File: src/hw/svr_pkg.sv
// Package of constants and types for the single vehicle release signal controller.
package svr_pkg;
  // System clock rate and derived one-second tick.
  localparam int unsigned SVR_CLK_HZ = 50_000_000;
  localparam int unsigned SVR_TICK_CYCLES = SVR_CLK_HZ;
  // Timing figures in seconds.
  localparam logic [7:0] SVR_MIN_RED_FLOOR_S = 8'h02;
  localparam logic [7:0] SVR_EXIT_FLASH_FLOOR_S = 8'h05;
  localparam logic [7:0] SVR_MAX_RATE_GREEN_S = 8'h02;
  localparam logic [7:0] SVR_DEF_MIN_RED_S = 8'h04;
  localparam logic [7:0] SVR_DEF_MIN_GREEN_S = 8'h02;
  localparam logic [7:0] SVR_QUEUE_CUT_MAX_S = 8'h02;
  // Flash half period in cycles (0.5 s on, 0.5 s off).
  localparam int unsigned SVR_FLASH_HALF_CYCLES = SVR_CLK_HZ / 2;
  // Operating modes.
  typedef enum logic [1:0] {
    SVR_MODE_METER,
    SVR_MODE_BOOTH,
    SVR_MODE_CONT_GREEN
  } svr_mode_t;
  // Sequencer states.
  typedef enum logic [2:0] {
    SVR_ST_RED,
    SVR_ST_GREEN,
    SVR_ST_CONT_GREEN,
    SVR_ST_EXIT_FLASH,
    SVR_ST_FAULT_FLASH,
    SVR_ST_DARK
  } svr_state_t;
endpackage : svr_pkg

File: src/hw/svr_tick_if.sv
// Interface carrying the tick and flash phase between timebase and sequencer.
`timescale 1ns/1ns
interface svr_tick_if;
  logic sec_tick;
  logic flash_on;
  modport src (output sec_tick, output flash_on);
  modport dst (input sec_tick, input flash_on);
endinterface : svr_tick_if

File: src/hw/svr_timebase.sv
// Timebase producing a one-second tick and the flashing lamp phase.
`timescale 1ns/1ns
module svr_timebase
  import svr_pkg::*;
#(
  parameter int unsigned TICK_CYCLES = SVR_TICK_CYCLES,
  parameter int unsigned FLASH_HALF = SVR_FLASH_HALF_CYCLES
) (
  input wire logic mclk,
  input wire logic rst_b,
  svr_tick_if.src tk
);
  logic [31:0] sec_cnt;
  logic [31:0] next_sec_cnt;
  logic [31:0] fl_cnt;
  logic [31:0] next_fl_cnt;
  logic tick;
  logic next_tick;
  logic phase;
  logic next_phase;

  // Elaboration check: a tick needs at least two cycles and the flash at least one.
  if (TICK_CYCLES < 2 || FLASH_HALF < 1) begin : g_bad_counts
    $error("svr_timebase: counts too small");
  end

  // Free running dividers; the tick is a one-cycle pulse once per second.
  always_comb begin
    next_tick = 1'b0;
    next_sec_cnt = sec_cnt + 32'h0000_0001;
    if (sec_cnt == TICK_CYCLES - 1) begin
      next_sec_cnt = 32'h0000_0000;
      next_tick = 1'b1;
    end
    next_fl_cnt = fl_cnt + 32'h0000_0001;
    next_phase = phase;
    if (fl_cnt == FLASH_HALF - 1) begin
      next_fl_cnt = 32'h0000_0000;
      next_phase = ~phase;
    end
  end

  // Registers of the timebase.
  always_ff @(posedge mclk) begin
    if (!rst_b) begin
      sec_cnt <= 32'h0000_0000;
      fl_cnt <= 32'h0000_0000;
      tick <= 1'b0;
      phase <= 1'b1;
    end else begin
      sec_cnt <= next_sec_cnt;
      fl_cnt <= next_fl_cnt;
      tick <= next_tick;
      phase <= next_phase;
    end
  end

  assign tk.sec_tick = tick;
  assign tk.flash_on = phase;
endmodule : svr_timebase

File: src/hw/svr_release_ctrl.sv
// Sequencer for a two-aspect single vehicle release signal face.
// Overview of operation
// - Only red and green lamps are driven; no amber interval exists anywhere.
// - Continuous-green mode keeps green lit for every approaching vehicle.
// - Leaving continuous green first shows flashing red for at least five second ticks (over four seconds).
// - Both lamps steadily dark only while the maintenance or officer override is asserted.
// - An asserted fault shows flashing red meaning out of order.
// - Metering rests in steady red and gives short green per stopped vehicle.
// - Booth mode grants green only with a vehicle present at the stop.
// - Booth green ends from the lane detector, not from a timer.
// - Metering green starts on check-in once minimum red has elapsed.
// - Check-out ends green at once, or when minimum green ends.
// - Minimum green is timed from the check-out rising edge.
// - Green length follows detectors until the vehicle clears sight line.
// - A present gap detector must confirm a mainline gap before metering green.
// - A long queue shortens minimum red, bounded, until the queue clears.
// - Effective minimum red is never below two seconds.
// - Top rate is two green, two red seconds; slower means longer red.
// - Two seconds green and four red give about six hundred per hour.
`timescale 1ns/1ns
module svr_release_ctrl
  import svr_pkg::*;
#(
  parameter int unsigned TICK_CYCLES = SVR_TICK_CYCLES,
  parameter int unsigned FLASH_HALF = SVR_FLASH_HALF_CYCLES
) (
  input wire logic mclk,
  input wire logic rst_b,
  input wire svr_mode_t mode,
  input wire logic [7:0] min_red_s,
  input wire logic [7:0] min_green_s,
  input wire logic [7:0] exit_flash_s,
  input wire logic [7:0] queue_cut_s,
  input wire logic check_in,
  input wire logic check_out,
  input wire logic gap_present,
  input wire logic gap_ok,
  input wire logic queue_long,
  input wire logic booth_present,
  input wire logic booth_clear,
  input wire logic green_req,
  input wire logic fault,
  input wire logic dark_override,
  output logic red_lamp,
  output logic green_lamp,
  output logic out_of_order,
  output logic pending_call,
  output svr_state_t state_out
);
  svr_tick_if tk();

  svr_timebase #(
    .TICK_CYCLES(TICK_CYCLES),
    .FLASH_HALF(FLASH_HALF)
  ) u_timebase (
    .mclk(mclk),
    .rst_b(rst_b),
    .tk(tk)
  );

  // Two-flop synchronisers for every pin-level detector and request input; dark_override is used unsynchronised.
  localparam int unsigned NSYNC = 9;
  logic [NSYNC-1:0] sync_a;
  logic [NSYNC-1:0] sync_b;
  logic [NSYNC-1:0] pins;
  assign pins = {check_in, check_out, gap_present, gap_ok, queue_long, booth_present, booth_clear, green_req, fault};
  always_ff @(posedge mclk) begin
    if (!rst_b) begin
      sync_a <= '0;
      sync_b <= '0;
    end else begin
      sync_a <= pins;
      sync_b <= sync_a;
    end
  end
  logic s_in, s_out, s_gap_pres, s_gap_ok, s_queue, s_present, s_clear, s_req, s_fault;
  assign {s_in, s_out, s_gap_pres, s_gap_ok, s_queue, s_present, s_clear, s_req, s_fault} = sync_b;

  // Settings are clamped so minimum red and the exit flash never undercut their floors.
  logic [7:0] cut;
  logic [7:0] red_raw;
  logic [7:0] eff_min_red;
  logic [7:0] eff_flash;
  always_comb begin
    cut = (queue_cut_s > SVR_QUEUE_CUT_MAX_S) ? SVR_QUEUE_CUT_MAX_S : queue_cut_s;
    red_raw = (min_red_s < SVR_MIN_RED_FLOOR_S) ? SVR_MIN_RED_FLOOR_S : min_red_s;
    if (s_queue && red_raw > cut) begin
      red_raw = red_raw - cut;
    end
    // Floor applied after the queue cut, so rate increases cannot go below it.
    eff_min_red = (red_raw < SVR_MIN_RED_FLOOR_S) ? SVR_MIN_RED_FLOOR_S : red_raw;
    eff_flash = (exit_flash_s < SVR_EXIT_FLASH_FLOOR_S) ? SVR_EXIT_FLASH_FLOOR_S : exit_flash_s;
  end

  // Sequencer state, interval timer, check-out edge tracking and pending call.
  svr_state_t state;
  svr_state_t next_state;
  logic [7:0] timer;
  logic [7:0] next_timer;
  logic red_done;
  logic next_red_done;
  logic out_seen;
  logic next_out_seen;
  logic out_prev;
  logic pend;
  logic next_pend;
  logic clash;
  logic clash_flag;
  logic next_clash_flag;
  logic out_rise;
  logic gap_clear;

  assign out_rise = s_out && !out_prev;
  // Without a gap detector the gap check is simply satisfied.
  assign gap_clear = !s_gap_pres || s_gap_ok;

  always_comb begin
    next_state = state;
    next_timer = timer;
    next_red_done = red_done;
    next_out_seen = out_seen;
    next_pend = pend;
    next_clash_flag = clash_flag | clash;
    // Check-in is latched as a call; it does not touch the red timer.
    if (s_in && mode == SVR_MODE_METER) begin
      next_pend = 1'b1;
    end
    if (tk.sec_tick && timer != 8'h00) begin
      next_timer = timer - 8'h01;
    end
    if (dark_override) begin
      next_state = SVR_ST_DARK;
    end else if (s_fault || clash_flag) begin
      next_state = SVR_ST_FAULT_FLASH;
    end else begin
      case (state)
        SVR_ST_RED: begin
          if (tk.sec_tick && timer <= 8'h01) begin
            next_red_done = 1'b1;
          end
          if (mode == SVR_MODE_CONT_GREEN) begin
            next_state = SVR_ST_CONT_GREEN;
          end else if (mode == SVR_MODE_BOOTH) begin
            next_pend = 1'b0;
            if (s_req && s_present) begin
              next_state = SVR_ST_GREEN;
            end
          end else if (red_done && pend && s_in && gap_clear) begin
            next_state = SVR_ST_GREEN;
            next_pend = 1'b0;
            next_out_seen = 1'b0;
            next_timer = 8'h00;
          end
        end
        SVR_ST_GREEN: begin
          if (mode == SVR_MODE_BOOTH) begin
            // Detector clears the vehicle; no timer governs booth green.
            if (s_clear || !s_present) begin
              next_state = SVR_ST_RED;
            end
          end else if (mode == SVR_MODE_CONT_GREEN) begin
            next_state = SVR_ST_CONT_GREEN;
          end else begin
            if (out_rise && !out_seen) begin
              next_out_seen = 1'b1;
              next_timer = min_green_s;
              if (min_green_s == 8'h00) begin
                next_state = SVR_ST_RED;
              end
            end else if (out_seen && (timer == 8'h00 || (tk.sec_tick && timer == 8'h01))) begin
              // Green ends once minimum green, timed from the check-out rising edge, has run out.
              next_state = SVR_ST_RED;
            end
          end
          if (next_state == SVR_ST_RED) begin
            next_timer = eff_min_red;
            next_red_done = 1'b0;
          end
        end
        SVR_ST_CONT_GREEN: begin
          if (mode != SVR_MODE_CONT_GREEN) begin
            next_state = SVR_ST_EXIT_FLASH;
            next_timer = eff_flash;
          end
        end
        SVR_ST_EXIT_FLASH: begin
          if (tk.sec_tick && timer <= 8'h01) begin
            next_state = SVR_ST_RED;
            next_timer = eff_min_red;
            next_red_done = 1'b0;
          end
        end
        SVR_ST_FAULT_FLASH, SVR_ST_DARK: begin
          // Recovery always passes through red; only metering mode then waits out the full minimum red.
          next_state = SVR_ST_RED;
          next_timer = eff_min_red;
          next_red_done = 1'b0;
          next_clash_flag = 1'b0;
        end
        default: begin
          next_state = SVR_ST_RED;
        end
      endcase
    end
  end

  // Reset enters steady red with all timers cleared.
  always_ff @(posedge mclk) begin
    if (!rst_b) begin
      state <= SVR_ST_RED;
      timer <= 8'h00;
      red_done <= 1'b0;
      out_seen <= 1'b0;
      out_prev <= 1'b0;
      pend <= 1'b0;
      clash_flag <= 1'b0;
    end else begin
      state <= next_state;
      timer <= next_timer;
      red_done <= next_red_done;
      out_seen <= next_out_seen;
      out_prev <= s_out;
      pend <= next_pend;
      clash_flag <= next_clash_flag;
    end
  end

  // Lamp decode; only two aspects exist, so no amber path is possible.
  logic next_red;
  logic next_green;
  always_comb begin
    next_red = 1'b1;
    next_green = 1'b0;
    case (state)
      SVR_ST_GREEN, SVR_ST_CONT_GREEN: begin
        next_red = 1'b0;
        next_green = 1'b1;
      end
      SVR_ST_EXIT_FLASH, SVR_ST_FAULT_FLASH: begin
        next_red = tk.flash_on;
      end
      SVR_ST_DARK: begin
        next_red = 1'b0;
      end
      default: begin
        next_red = 1'b1;
      end
    endcase
  end
  // A decode clash is caught here, latched in clash_flag next cycle, and drives the fault flash the cycle after.
  assign clash = next_red && next_green;

  always_ff @(posedge mclk) begin
    if (!rst_b) begin
      red_lamp <= 1'b1;
      green_lamp <= 1'b0;
      out_of_order <= 1'b0;
      pending_call <= 1'b0;
      state_out <= SVR_ST_RED;
    end else begin
      red_lamp <= next_red;
      green_lamp <= next_green && !next_red;
      out_of_order <= (state == SVR_ST_FAULT_FLASH);
      pending_call <= pend;
      state_out <= state;
    end
  end
endmodule : svr_release_ctrl

File: config.mk
export PLATFORM = sky130hd
export DESIGN_NAME = svr_release_ctrl
export DESIGN_NICKNAME = d
export VERILOG_FILES = /design/src/hw/svr_pkg.sv /design/src/hw/svr_tick_if.sv /design/src/hw/svr_timebase.sv /design/src/hw/svr_release_ctrl.sv
export SDC_FILE = /design/constraint.sdc
export NUM_CORES = 1
export LEC_CHECK = 0
export ABC_AREA = 1
export BUFFER_PORTS_ARGS = -buffer_cell sky130_fd_sc_hd__buf_2
export CAP_MARGIN = 40
export CORE_MARGIN = 5
export CORE_UTILIZATION = 45
export CTS_CLUSTER_DIAMETER = 80
export CTS_CLUSTER_SIZE = 12
export DETAILED_ROUTE_END_ITERATION = 8
export MAX_ROUTING_LAYER = met4
export PLACE_DENSITY = 0.6
export SLEW_MARGIN = 30
export SYNTH_ARGS = -nofsm -noshare
export SYNTH_HDL_FRONTEND = slang
export SYNTH_SLANG_ARGS = --single-unit
File: constraint.sdc
create_clock -name mclk -period 5.49 [get_ports mclk]
set_clock_uncertainty 0.05 [all_clocks]
set_input_delay 1.098 -clock mclk [delete_from_list [all_inputs] [get_ports mclk]]
set_output_delay 1.098 -clock mclk [all_outputs]
set_load 0.005 [all_outputs]
Word level (Yosys, flattened, before mapping). Index checks and enable logic that the tools add are counted.

Eq/ne operators: 27. Reduce and logical (&&, ||, !) cells: 42. Muxes and demuxes: 60. Order comparisons: 6. Add/sub/neg operators: 4. Bitwise operators: 5.

Operators with widths (number): $mux 8 (17); $add 32x1->32 const B (2); $mux 3 (17); $pmux 8 s5 (1); $eq 32x25->1 const B (1); $eq 32x26->1 const B (1); $ne 2x2->1 const B (11); $mux 1 (21); $logic_not 8->1 (2); $lt 8x2->1 const B (2); $ne 4x4->1 const B (4); $logic_and 1x1->1 (14); $ne 6x6->1 const B (2); $pmux 3 s4 (1); $reduce_or 2->1 (5); $reduce_and 9->1 (1); $eq 8x1->1 const B (1); $gt 8x2->1 const B (1); $gt 8x8->1 (1); $le 8x1->1 const B (1); $lt 8x3->1 const B (1); $reduce_and 4->1 (2); $reduce_bool 8->1 (1); $sub 8x1->8 const B (1); 18 further kinds (33).

Register bits: 107. Logic and storage cells: 163. Input port bits: 46. Output and inout bits: 7.

Longest topological paths before layout. Gate-level depths: netlist (run 1).

Depth in word-level cells: 16. Depth in mapped cells: 24. Depth with buffers taken out: 24.

Hierarchy. From an unflattened synthesis (run 1), not the netlist that was laid out.

Cell total of the unflattened synthesis: 1118. Area total of the unflattened synthesis: 6800.3 um^2.

Modules (own cells, without submodules): svr_timebase (instances 1, area an instance 3689.8 um^2, cells each 603, sequential area each 1321.3 um^2); svr_release_ctrl (instances 1, area an instance 3110.5 um^2, cells each 515, sequential area each 820.8 um^2).

Worst setup path before layout (run 1). OpenSTA, ideal clock, no wires.

Kind: in2reg. Start: input port queue_cut_s[7]. End: register timer[1]. Arrival time: 3.482 ns. Slack: 1.888 ns. Buffers on the path: 0. Stages on the path: 21. Cell sequence: or4_1 > nor3_1 > inv_1 > fa_1 > inv_1 > nand3_1 > nand2_1 > nand2_1 > nand2_2 > nand2_2 > nand2_1 > nand2_1 > inv_1 > nand2_1 > nor2_1 > nand2_1 > nand2_1 > nand2_1 > nand2_1 > nand2_1 > a21oi_1.

Longest elaborated chain between the ends: 11. Elaborated cells between the ends (all ways): 13. Classes of those cells: add/sub: 1; order compare: 3; mux: 8; reduce/logical: 1.

RTL lines: from (decl) (RTL line svr_release_ctrl.sv:33) `input wire logic [7:0] queue_cut_s,`; $gt 8x2->1 (RTL line svr_release_ctrl.sv:85) `cut = (queue_cut_s > SVR_QUEUE_CUT_MAX_S) ? SVR_QUEUE_CUT_MAX_S : queue_cut_s;`; $mux 8 * (RTL line svr_release_ctrl.sv:85); $gt 8x8->1 (RTL line svr_release_ctrl.sv:87) `if (s_queue && red_raw > cut) begin`; $logic_and 1x1->1 (RTL line svr_release_ctrl.sv:87); $mux 8 * (RTL line svr_release_ctrl.sv:87); $lt 8x2->1 (RTL line svr_release_ctrl.sv:91) `eff_min_red = (red_raw < SVR_MIN_RED_FLOOR_S) ? SVR_MIN_RED_FLOOR_S : red_raw;`; $mux 8 * (RTL line svr_release_ctrl.sv:91); $mux 8 (on tied branches) (RTL line svr_release_ctrl.sv:187, svr_release_ctrl.sv:175); $pmux 8 s5 * (RTL line svr_release_ctrl.sv:136) `case (state)`; $mux 8 * (RTL line svr_release_ctrl.sv:133) `end else if (s_fault || clash_flag) begin`; $mux 8 * (RTL line svr_release_ctrl.sv:131) `if (dark_override) begin`; to (signal assigned) (RTL line svr_release_ctrl.sv:219) `timer <= next_timer;`; to (decl) (RTL line svr_release_ctrl.sv:98) `logic [7:0] timer;`.

Mark *: on every way between the ends. The rest lies on a longest branch, timed or not. A chain may end at the register's enable or synchronous reset.

Final worst setup path (run 1). Ends and elaborated chain as after synthesis.

==> results.toml, run 1 <==
[global_route]
grt_use_total_pct = 19.0
grt_remaining_overflow = 0
grt_pass1_vias = 5539
antenna_found_initial = 0
grt_max_degree = 32
grt_pass1_wl_um = 25000

[sta]
slew_headroom_pct = 40.6
fin_crit_ns = 3.63
finalSetupViolations = 0
slew_violations = 0
tightest_slew_ns = 0.887
rsz0062_at_grt = "false"
finalHoldViolCount = 0
fin_crit_sh_pct = 66.1
tns_ns = 0
clock.fmax_mhz = 276

[floorplan]
design.die.area_sq_mm = 0.0165
io_pins = 53
die_h_um = 128
fp-row-count = 43
die_width_um = 128
initial_core_util_pct = 45.7
core-area_sq_mm = 0.0138

[clocking]
clock_latency_ns = 0.36
htree_num_levels = 3
cts_made_buffers = 9
cts_sinks = 107
cts_root_buf = "clkbuf_16"
cts_tree = "built"
cts_resized = 0
clk_pin_slew_ns = 0.08
cts_hold_buf = 0
cts_buffer_depth = 2
cts_setup_buffers = 0

[worst_hold_path]
hold_class = "flip-flop to flip-flop"

[routing]
num_vias = 5913
drc = 0
firstDrtPassIters = 5
drt_wl_total_um = 14600
antenna_left = 0
drtIter0Drc = 421
viasPerCell = 4.88
routedWlPerCell_um = 12.0

[power_and_ir_drop]
p_leak_nw = 3.28
finalPower_mw = 1.70
irDropWorstVdd_uv = 230
power_density_mw_per_mm2 = 241

[worst_setup_path]
path_max_fanout = 9
crit_chain = "buf_2, or4_1, nor3_1, inv_1, fa_1, inv_1, nand3_1, nand2_1, nand2_1, nand2_2, nand2_2, nand2_1, nand2_1, inv_1, nand2_1, nor2_1, nand2_1, nand2_1, nand2_1, nand2_1, nand2_1, a21oi_1"
r2r_setup_slack_ns = 2.65
crit_family = "simple AND/OR/NAND/NOR gates"
arrival_ns = 3.87
ff2ff_path_depth = 9
cpPeakStageDelay_ns = 0.54
required_ns = 5.73
crit_end = "timer[1]$_SDFF_PN0_"
cp-end-kind = "flip-flop"
timing.rr.start = "u_timebase.sec_cnt[0]$_SDFF_PP0_"
startpoint_type = "primary input"
path_class = "primary input to flip-flop"
slowest_stage = "or4_1"
cp.buffers_inverters = 4
crit_top_cell = "nand2_1"
crit_cells = 22
reg2reg_to = "u_timebase.sec_cnt[23]$_SDFF_PP0_"
cp-startpoint = "queue_cut_s[7]"

[logic_synthesis]
synth_area_leaders = "dfxtp_1 34%, nand2_1 15%, inv_1 9.5%"
ys_seq_area_share_pct = 33.9
synth-edff-count = 0
syn-cell-area_sq_mm = 0.00632
syn_area_per_cell_sq_um = 6.47
synthDominantCellAreaShare_pct = 33.9
ys_types = 48
synth_warnings = 0
yosys-top-cells-count = "251 x nand2_1, 160 x inv_1, 122 x nor2_1"
synth_top_flop_cell = "dfxtp_1"
syn-instance-count = 977
async_reset_ff_share_pct = 0
ys_ff_latch = 107
synth_area_leader_cell = "dfxtp_1"
synth.most_common_cell = "nand2_1"

[final_layout]
layout-area-overhead-vs-synth_pct = 11.6
fin_nets = 1089
diodes = 0
layout-drive-gt1-share_pct = 11.6

[placement]
routabilityCongestion = 0.916
dp.final_hpwl_um = 11400
port_buffers = 52

[run_status]
outcome = "finished, final reports clean"

[job]
cap_violations = 0
sequential cells by signal (all words and copies together), names as in the netlist:
name,count
state,3
green_lamp,1
red_lamp,1
u_timebase.tk.sec_tick,1
u_timebase.sec_cnt,32
timer,8
out_of_order,1
state_out,3
out_seen,1
out_prev,1
red_done,1
sync_a,9
sync_b,9
pend,1
u_timebase.fl_cnt,32
clash_flag,1
pending_call,1
u_timebase.tk.flash_on,1
cell families (layout without fill, tap and decap cells):
kind of cell | count (synthesis) | after routing | synth area share (%)
AOI/OAI and AO/OA | 111 | 111 | 9.76
xor gates and xnor gates | 22 | 22 | 3.05
adders and majority gates | 16 | 16 | 3.29
buffers and inverters | 186 | 236 | 11.1
DFF | 107 | 107 | 33.9
other | 1 | 6 | 0.0593
and+or+nand+nor | 534 | 534 | 38.9
layer usage:
metal	routed length, um	global-route usage [%]	part of all wire [%]	vias to the layer above
met2	6830	31.4	47	101
met1	7010	23.6	48	2618
met4	148	5.13	1.0	0
li1	-	-	-	3182
met5	0	-	0	-
met3	607	3.90	4.2	12
placed cells by master (no fill, tap or decap), types with 2 or more instances in the layout:
cell,synthesis,final
nand2_1,251,250
inv_1,160,160
nor2_1,122,122
dfxtp_1,107,107
a21oi_1,53,53
buf_2,1,52
nand3_1,51,51
o21ai_0,33,33
nor3_1,25,25
nand4_1,18,18
xor2_1,17,17
ha_1,15,15
nor3b_1,9,9
nor2_2,9,9
clkbuf_16,0,9
nor4_1,8,8
inv_2,7,7
nand2_2,6,7
or2_2,7,7
o211ai_1,6,6
conb_1,1,6
nor2_4,5,5
xnor2_1,5,5
and3_1,3,3
nor3_4,3,3
nand4_2,3,3
or2_0,3,3
o21a_1,3,3
a31oi_1,3,3
a211oi_1,3,3
o21ai_1,2,2
nor3b_2,2,2
nand3b_1,2,2
o31ai_1,2,2
o2111ai_1,2,2
clkinvlp_4,0,2
inv_8,0,2
final cells by class:
type                            count  area (sq um)
Tap cell                          180           225
Fill cell                        1419          6770
Clock buffer                       10           239
Multi-Input combinational cell    689          3500
Inverter                          167           627
Sequential cell                   107          2140
Clock inverter                      6          55.1
Timing Repair Buffer               53           268
power by group:
part | total, mW | leakage [nW] | switching (mW) | internal (mW)
combinational | 0.246 | 2.27 | 0.159 | 0.0875
clock | 0.639 | 0.139 | 0.310 | 0.329
sequential | 0.814 | 0.871 | 0.0158 | 0.798
total | 1.70 | 3.28 | 0.484 | 1.21
per-stage QoR:
stage / utilization [%] / std cells / setup slack, ns / cell area, sq um / hold WS (ns)
final: 51.0 / 1212 / 1.86 / 7050 / 0.357
after global routing: 51.0 / 1212 / 1.48 / 7050 / 0.393
after CTS: 51.0 / 1212 / 1.87 / 7050 / 0.365
after detailed placement: 48.9 / 1196 / 1.50 / 6760 / 0.351
after global placement: 48.9 / 1196 / 1.55 / 6760 / 0.344
after floorplan: - / 982 / 1.89 / 6340 / 0.340
worst min-delay path by stage:
stage	endpoint	slack [ns]	startpoint	cells past startpoint
after floorplan	sync_b[0]$_SDFF_PN0_	0.34	sync_a[0]$_SDFF_PN0_	2
after global placement	sync_b[6]$_SDFF_PN0_	0.34	sync_a[6]$_SDFF_PN0_	2
after detailed placement	sync_b[6]$_SDFF_PN0_	0.35	sync_a[6]$_SDFF_PN0_	2
after CTS	sync_b[6]$_SDFF_PN0_	0.36	sync_a[6]$_SDFF_PN0_	2
after global routing	sync_b[6]$_SDFF_PN0_	0.39	sync_a[6]$_SDFF_PN0_	2
final	sync_b[6]$_SDFF_PN0_	0.36	sync_a[6]$_SDFF_PN0_	2
worst register-to-register path, cell delays in order (launching register included):
cell,delay (ns)
dfxtp_1,0.36
ha_1,0.18
nand2_1,0.10
nor2_4,0.10
inv_1,0.07
nor4b_1,0.34
nand4_1,0.24
nand2_1,0.65
inv_1,0.37
and3_1,0.28
Note: power is estimated with default switching activity, not from simulation.
==> run 2, diff against run 1 <==
Settings changed: PLACE_DENSITY 0.6 to 0.62.
Clock period 5.49 ns to 3.2 ns, I/O delays scaled along.
==> run 2 against run 1 <==
  * Global-route usage shrank 0.057 points
  * Register-to-register slack lost 1.8 ns
  * Sequential power grew 72%
  * Routed wire length grew 0.45%
  * Setup slack lost 1.6 ns
  * Final cell count grew 2.2%
  * Critical path depth is the same
  * Largest cell class unchanged
==> results.toml, run 2 (synthesis gave the netlist of run 1 again) <==
[worst_setup_path]
required_ns = 3.40
cpPeakStageDelay_ns = 0.55
reg2reg_to = "timer[2]$_SDFF_PN0_"
startpoint_type = "primary input"
path_class = "primary input to flip-flop"
cp-end-kind = "flip-flop"
timing.rr.start = "timer[0]$_SDFF_PN0_"
arrival_ns = 3.16
slowest_stage = "or4_4"
ff2ff_path_depth = 15
crit_top_cell = "nand2_1"
crit_chain = "buf_2, or4_4, nor3_4, inv_2, fa_2, inv_2, nand3_1, nand2_1, nand2_1, nand2_2, nand2_4, buf_4, nand2_1, nand2_2, nand2_1, nor2_1, nand2_1, nand2_1, nand2_1, nand2_1, nand2_1, a21oi_2"
r2r_setup_slack_ns = 0.86
path_max_fanout = 6

[clocking]
htree_num_levels = 3
cts_tree = "built"
cts_sinks = 107
cts_buffer_depth = 2
cts_made_buffers = 9
cts_root_buf = "clkbuf_16"
clk_pin_slew_ns = 0.08
clock_latency_ns = 0.36

[worst_hold_path]
hold_class = "flip-flop to flip-flop"
min_from = "sync_a[3]$_SDFF_PN0_"
hold_depth = 2
holdPathEnd = "sync_b[3]$_SDFF_PN0_"

[final_layout]
diodes = 0
fin_nets = 1116
final_cell_mix = "249 x nand2_1, 158 x inv_1, 122 x nor2_1"
final_common_cell = "nand2_1"
final_util_pct = 53.2
layout-drive-gt1-share_pct = 14.7
layout-area-overhead-vs-synth_pct = 16.5
reg_top3 = "u_timebase.fl_cnt x32, u_timebase.sec_cnt x32"
layout.cells.non_filler = 1239
fillers = 1427

[job]
cap_violations = 0

[sta]
finalHoldViolCount = 0
slew_violations = 0
clock.fmax_mhz = 337
timing.final.ws_setup_ns = 0.236
fin_crit_ns = 2.96
fin_crit_sh_pct = 92.6
finalSetupViolations = 0
slew_headroom_pct = 60.8
tightest_slew_ns = 0.586

[global_route]
grt_pass1_wl_um = 24900
grt_pass1_vias = 5668
grt_remaining_overflow = 0
grt_max_degree = 32
antenna_found_initial = 0
grt_use_total_pct = 18.9

[run_status]
outcome = "finished, final reports clean"

[routing]
antenna_left = 0
viasPerCell = 4.84
drtIter0Drc = 355
drt_wl_total_um = 14700
num_vias = 5993
drc = 0
routedWlPerCell_um = 11.8
firstDrtPassIters = 5

[placement]
routabilityCongestion = 0.918
dp.final_hpwl_um = 11400
placed_cells = 1222
pre_cts_ws_ns = -0.215
port_buffers = 52

[floorplan]
design.die.area_sq_mm = 0.0165
initial_core_util_pct = 45.7
die_h_um = 128
io_pins = 53
die_width_um = 128
core-area_sq_mm = 0.0138
fp-row-count = 43

[power_and_ir_drop]
power_density_mw_per_mm2 = 427
irDropWorstVdd_uv = 241
p_leak_nw = 3.45
## run 2: report_power, final
part,internal (mW),total [mW],switching (mW),leakage [nW]
combinational,0.177,0.457,0.280,2.41
sequential,1.37,1.40,0.0266,0.871
clock,0.771,1.29,0.523,0.163
## run 2: layout make-up
cell class                      count  area (sq um)  area share [%]
Sequential cell                   107          2140            29.1
Clock inverter                      7           123            1.67
Tap cell                          180           225            3.06
Multi-Input combinational cell    689          3540            48.0
Inverter                          167           627            8.52
Clock buffer                        9           225            3.06
Timing Repair Buffer               80           483            6.56
## run 2: timing repair
item | in CTS | in global routing
setup endpoints to repair | 0 | 5
hold buffers | 0 | 0
resized for setup | 0 | 13
buffers inserted | 0 | 1
## run 2: critical path: cells and delay by family
kind            cells  cell delay [ns]
buf+inv             4             0.35
fa+ha+maj           1             0.36
simple gates       16             1.74
compound gates      1             0.05
## run 2: stage by stage
stage / hold WS, ns / power (mW) / TNS, ns / area [sq um]
floorplan: 0.340 / 1.72 / 0 / 6340
CTS: 0.373 / 3.17 / 0 / 7310
finish: 0.365 / 3.15 / 0 / 7360
global route: 0.394 / 3.31 / -0.00370 / 7360
detailed placement: 0.363 / 1.88 / -1.04 / 6970
global placement: 0.350 / 1.88 / -0.753 / 6970
## run 2: how the worst max path moves through the flow
stage / startpoint / end / cells past startpoint
finish: queue_cut_s[7] / timer[1]$_SDFF_PN0_ / 22
global route: queue_cut_s[7] / timer[1]$_SDFF_PN0_ / 22
CTS: queue_cut_s[7] / timer[1]$_SDFF_PN0_ / 22
detailed placement: queue_cut_s[7] / timer[1]$_SDFF_PN0_ / 22
global placement: queue_cut_s[7] / timer[1]$_SDFF_PN0_ / 22
floorplan: queue_cut_s[7] / timer[1]$_SDFF_PN0_ / 21
## run 2: routing by layer
metal	global-route usage, %	vias up	share of wire (%)
met1	24.4	2633	49
met3	2.16	25	3.6
met5	-	-	0
met2	30.7	103	45
li1	-	3232	-
met4	7.04	0	2.3
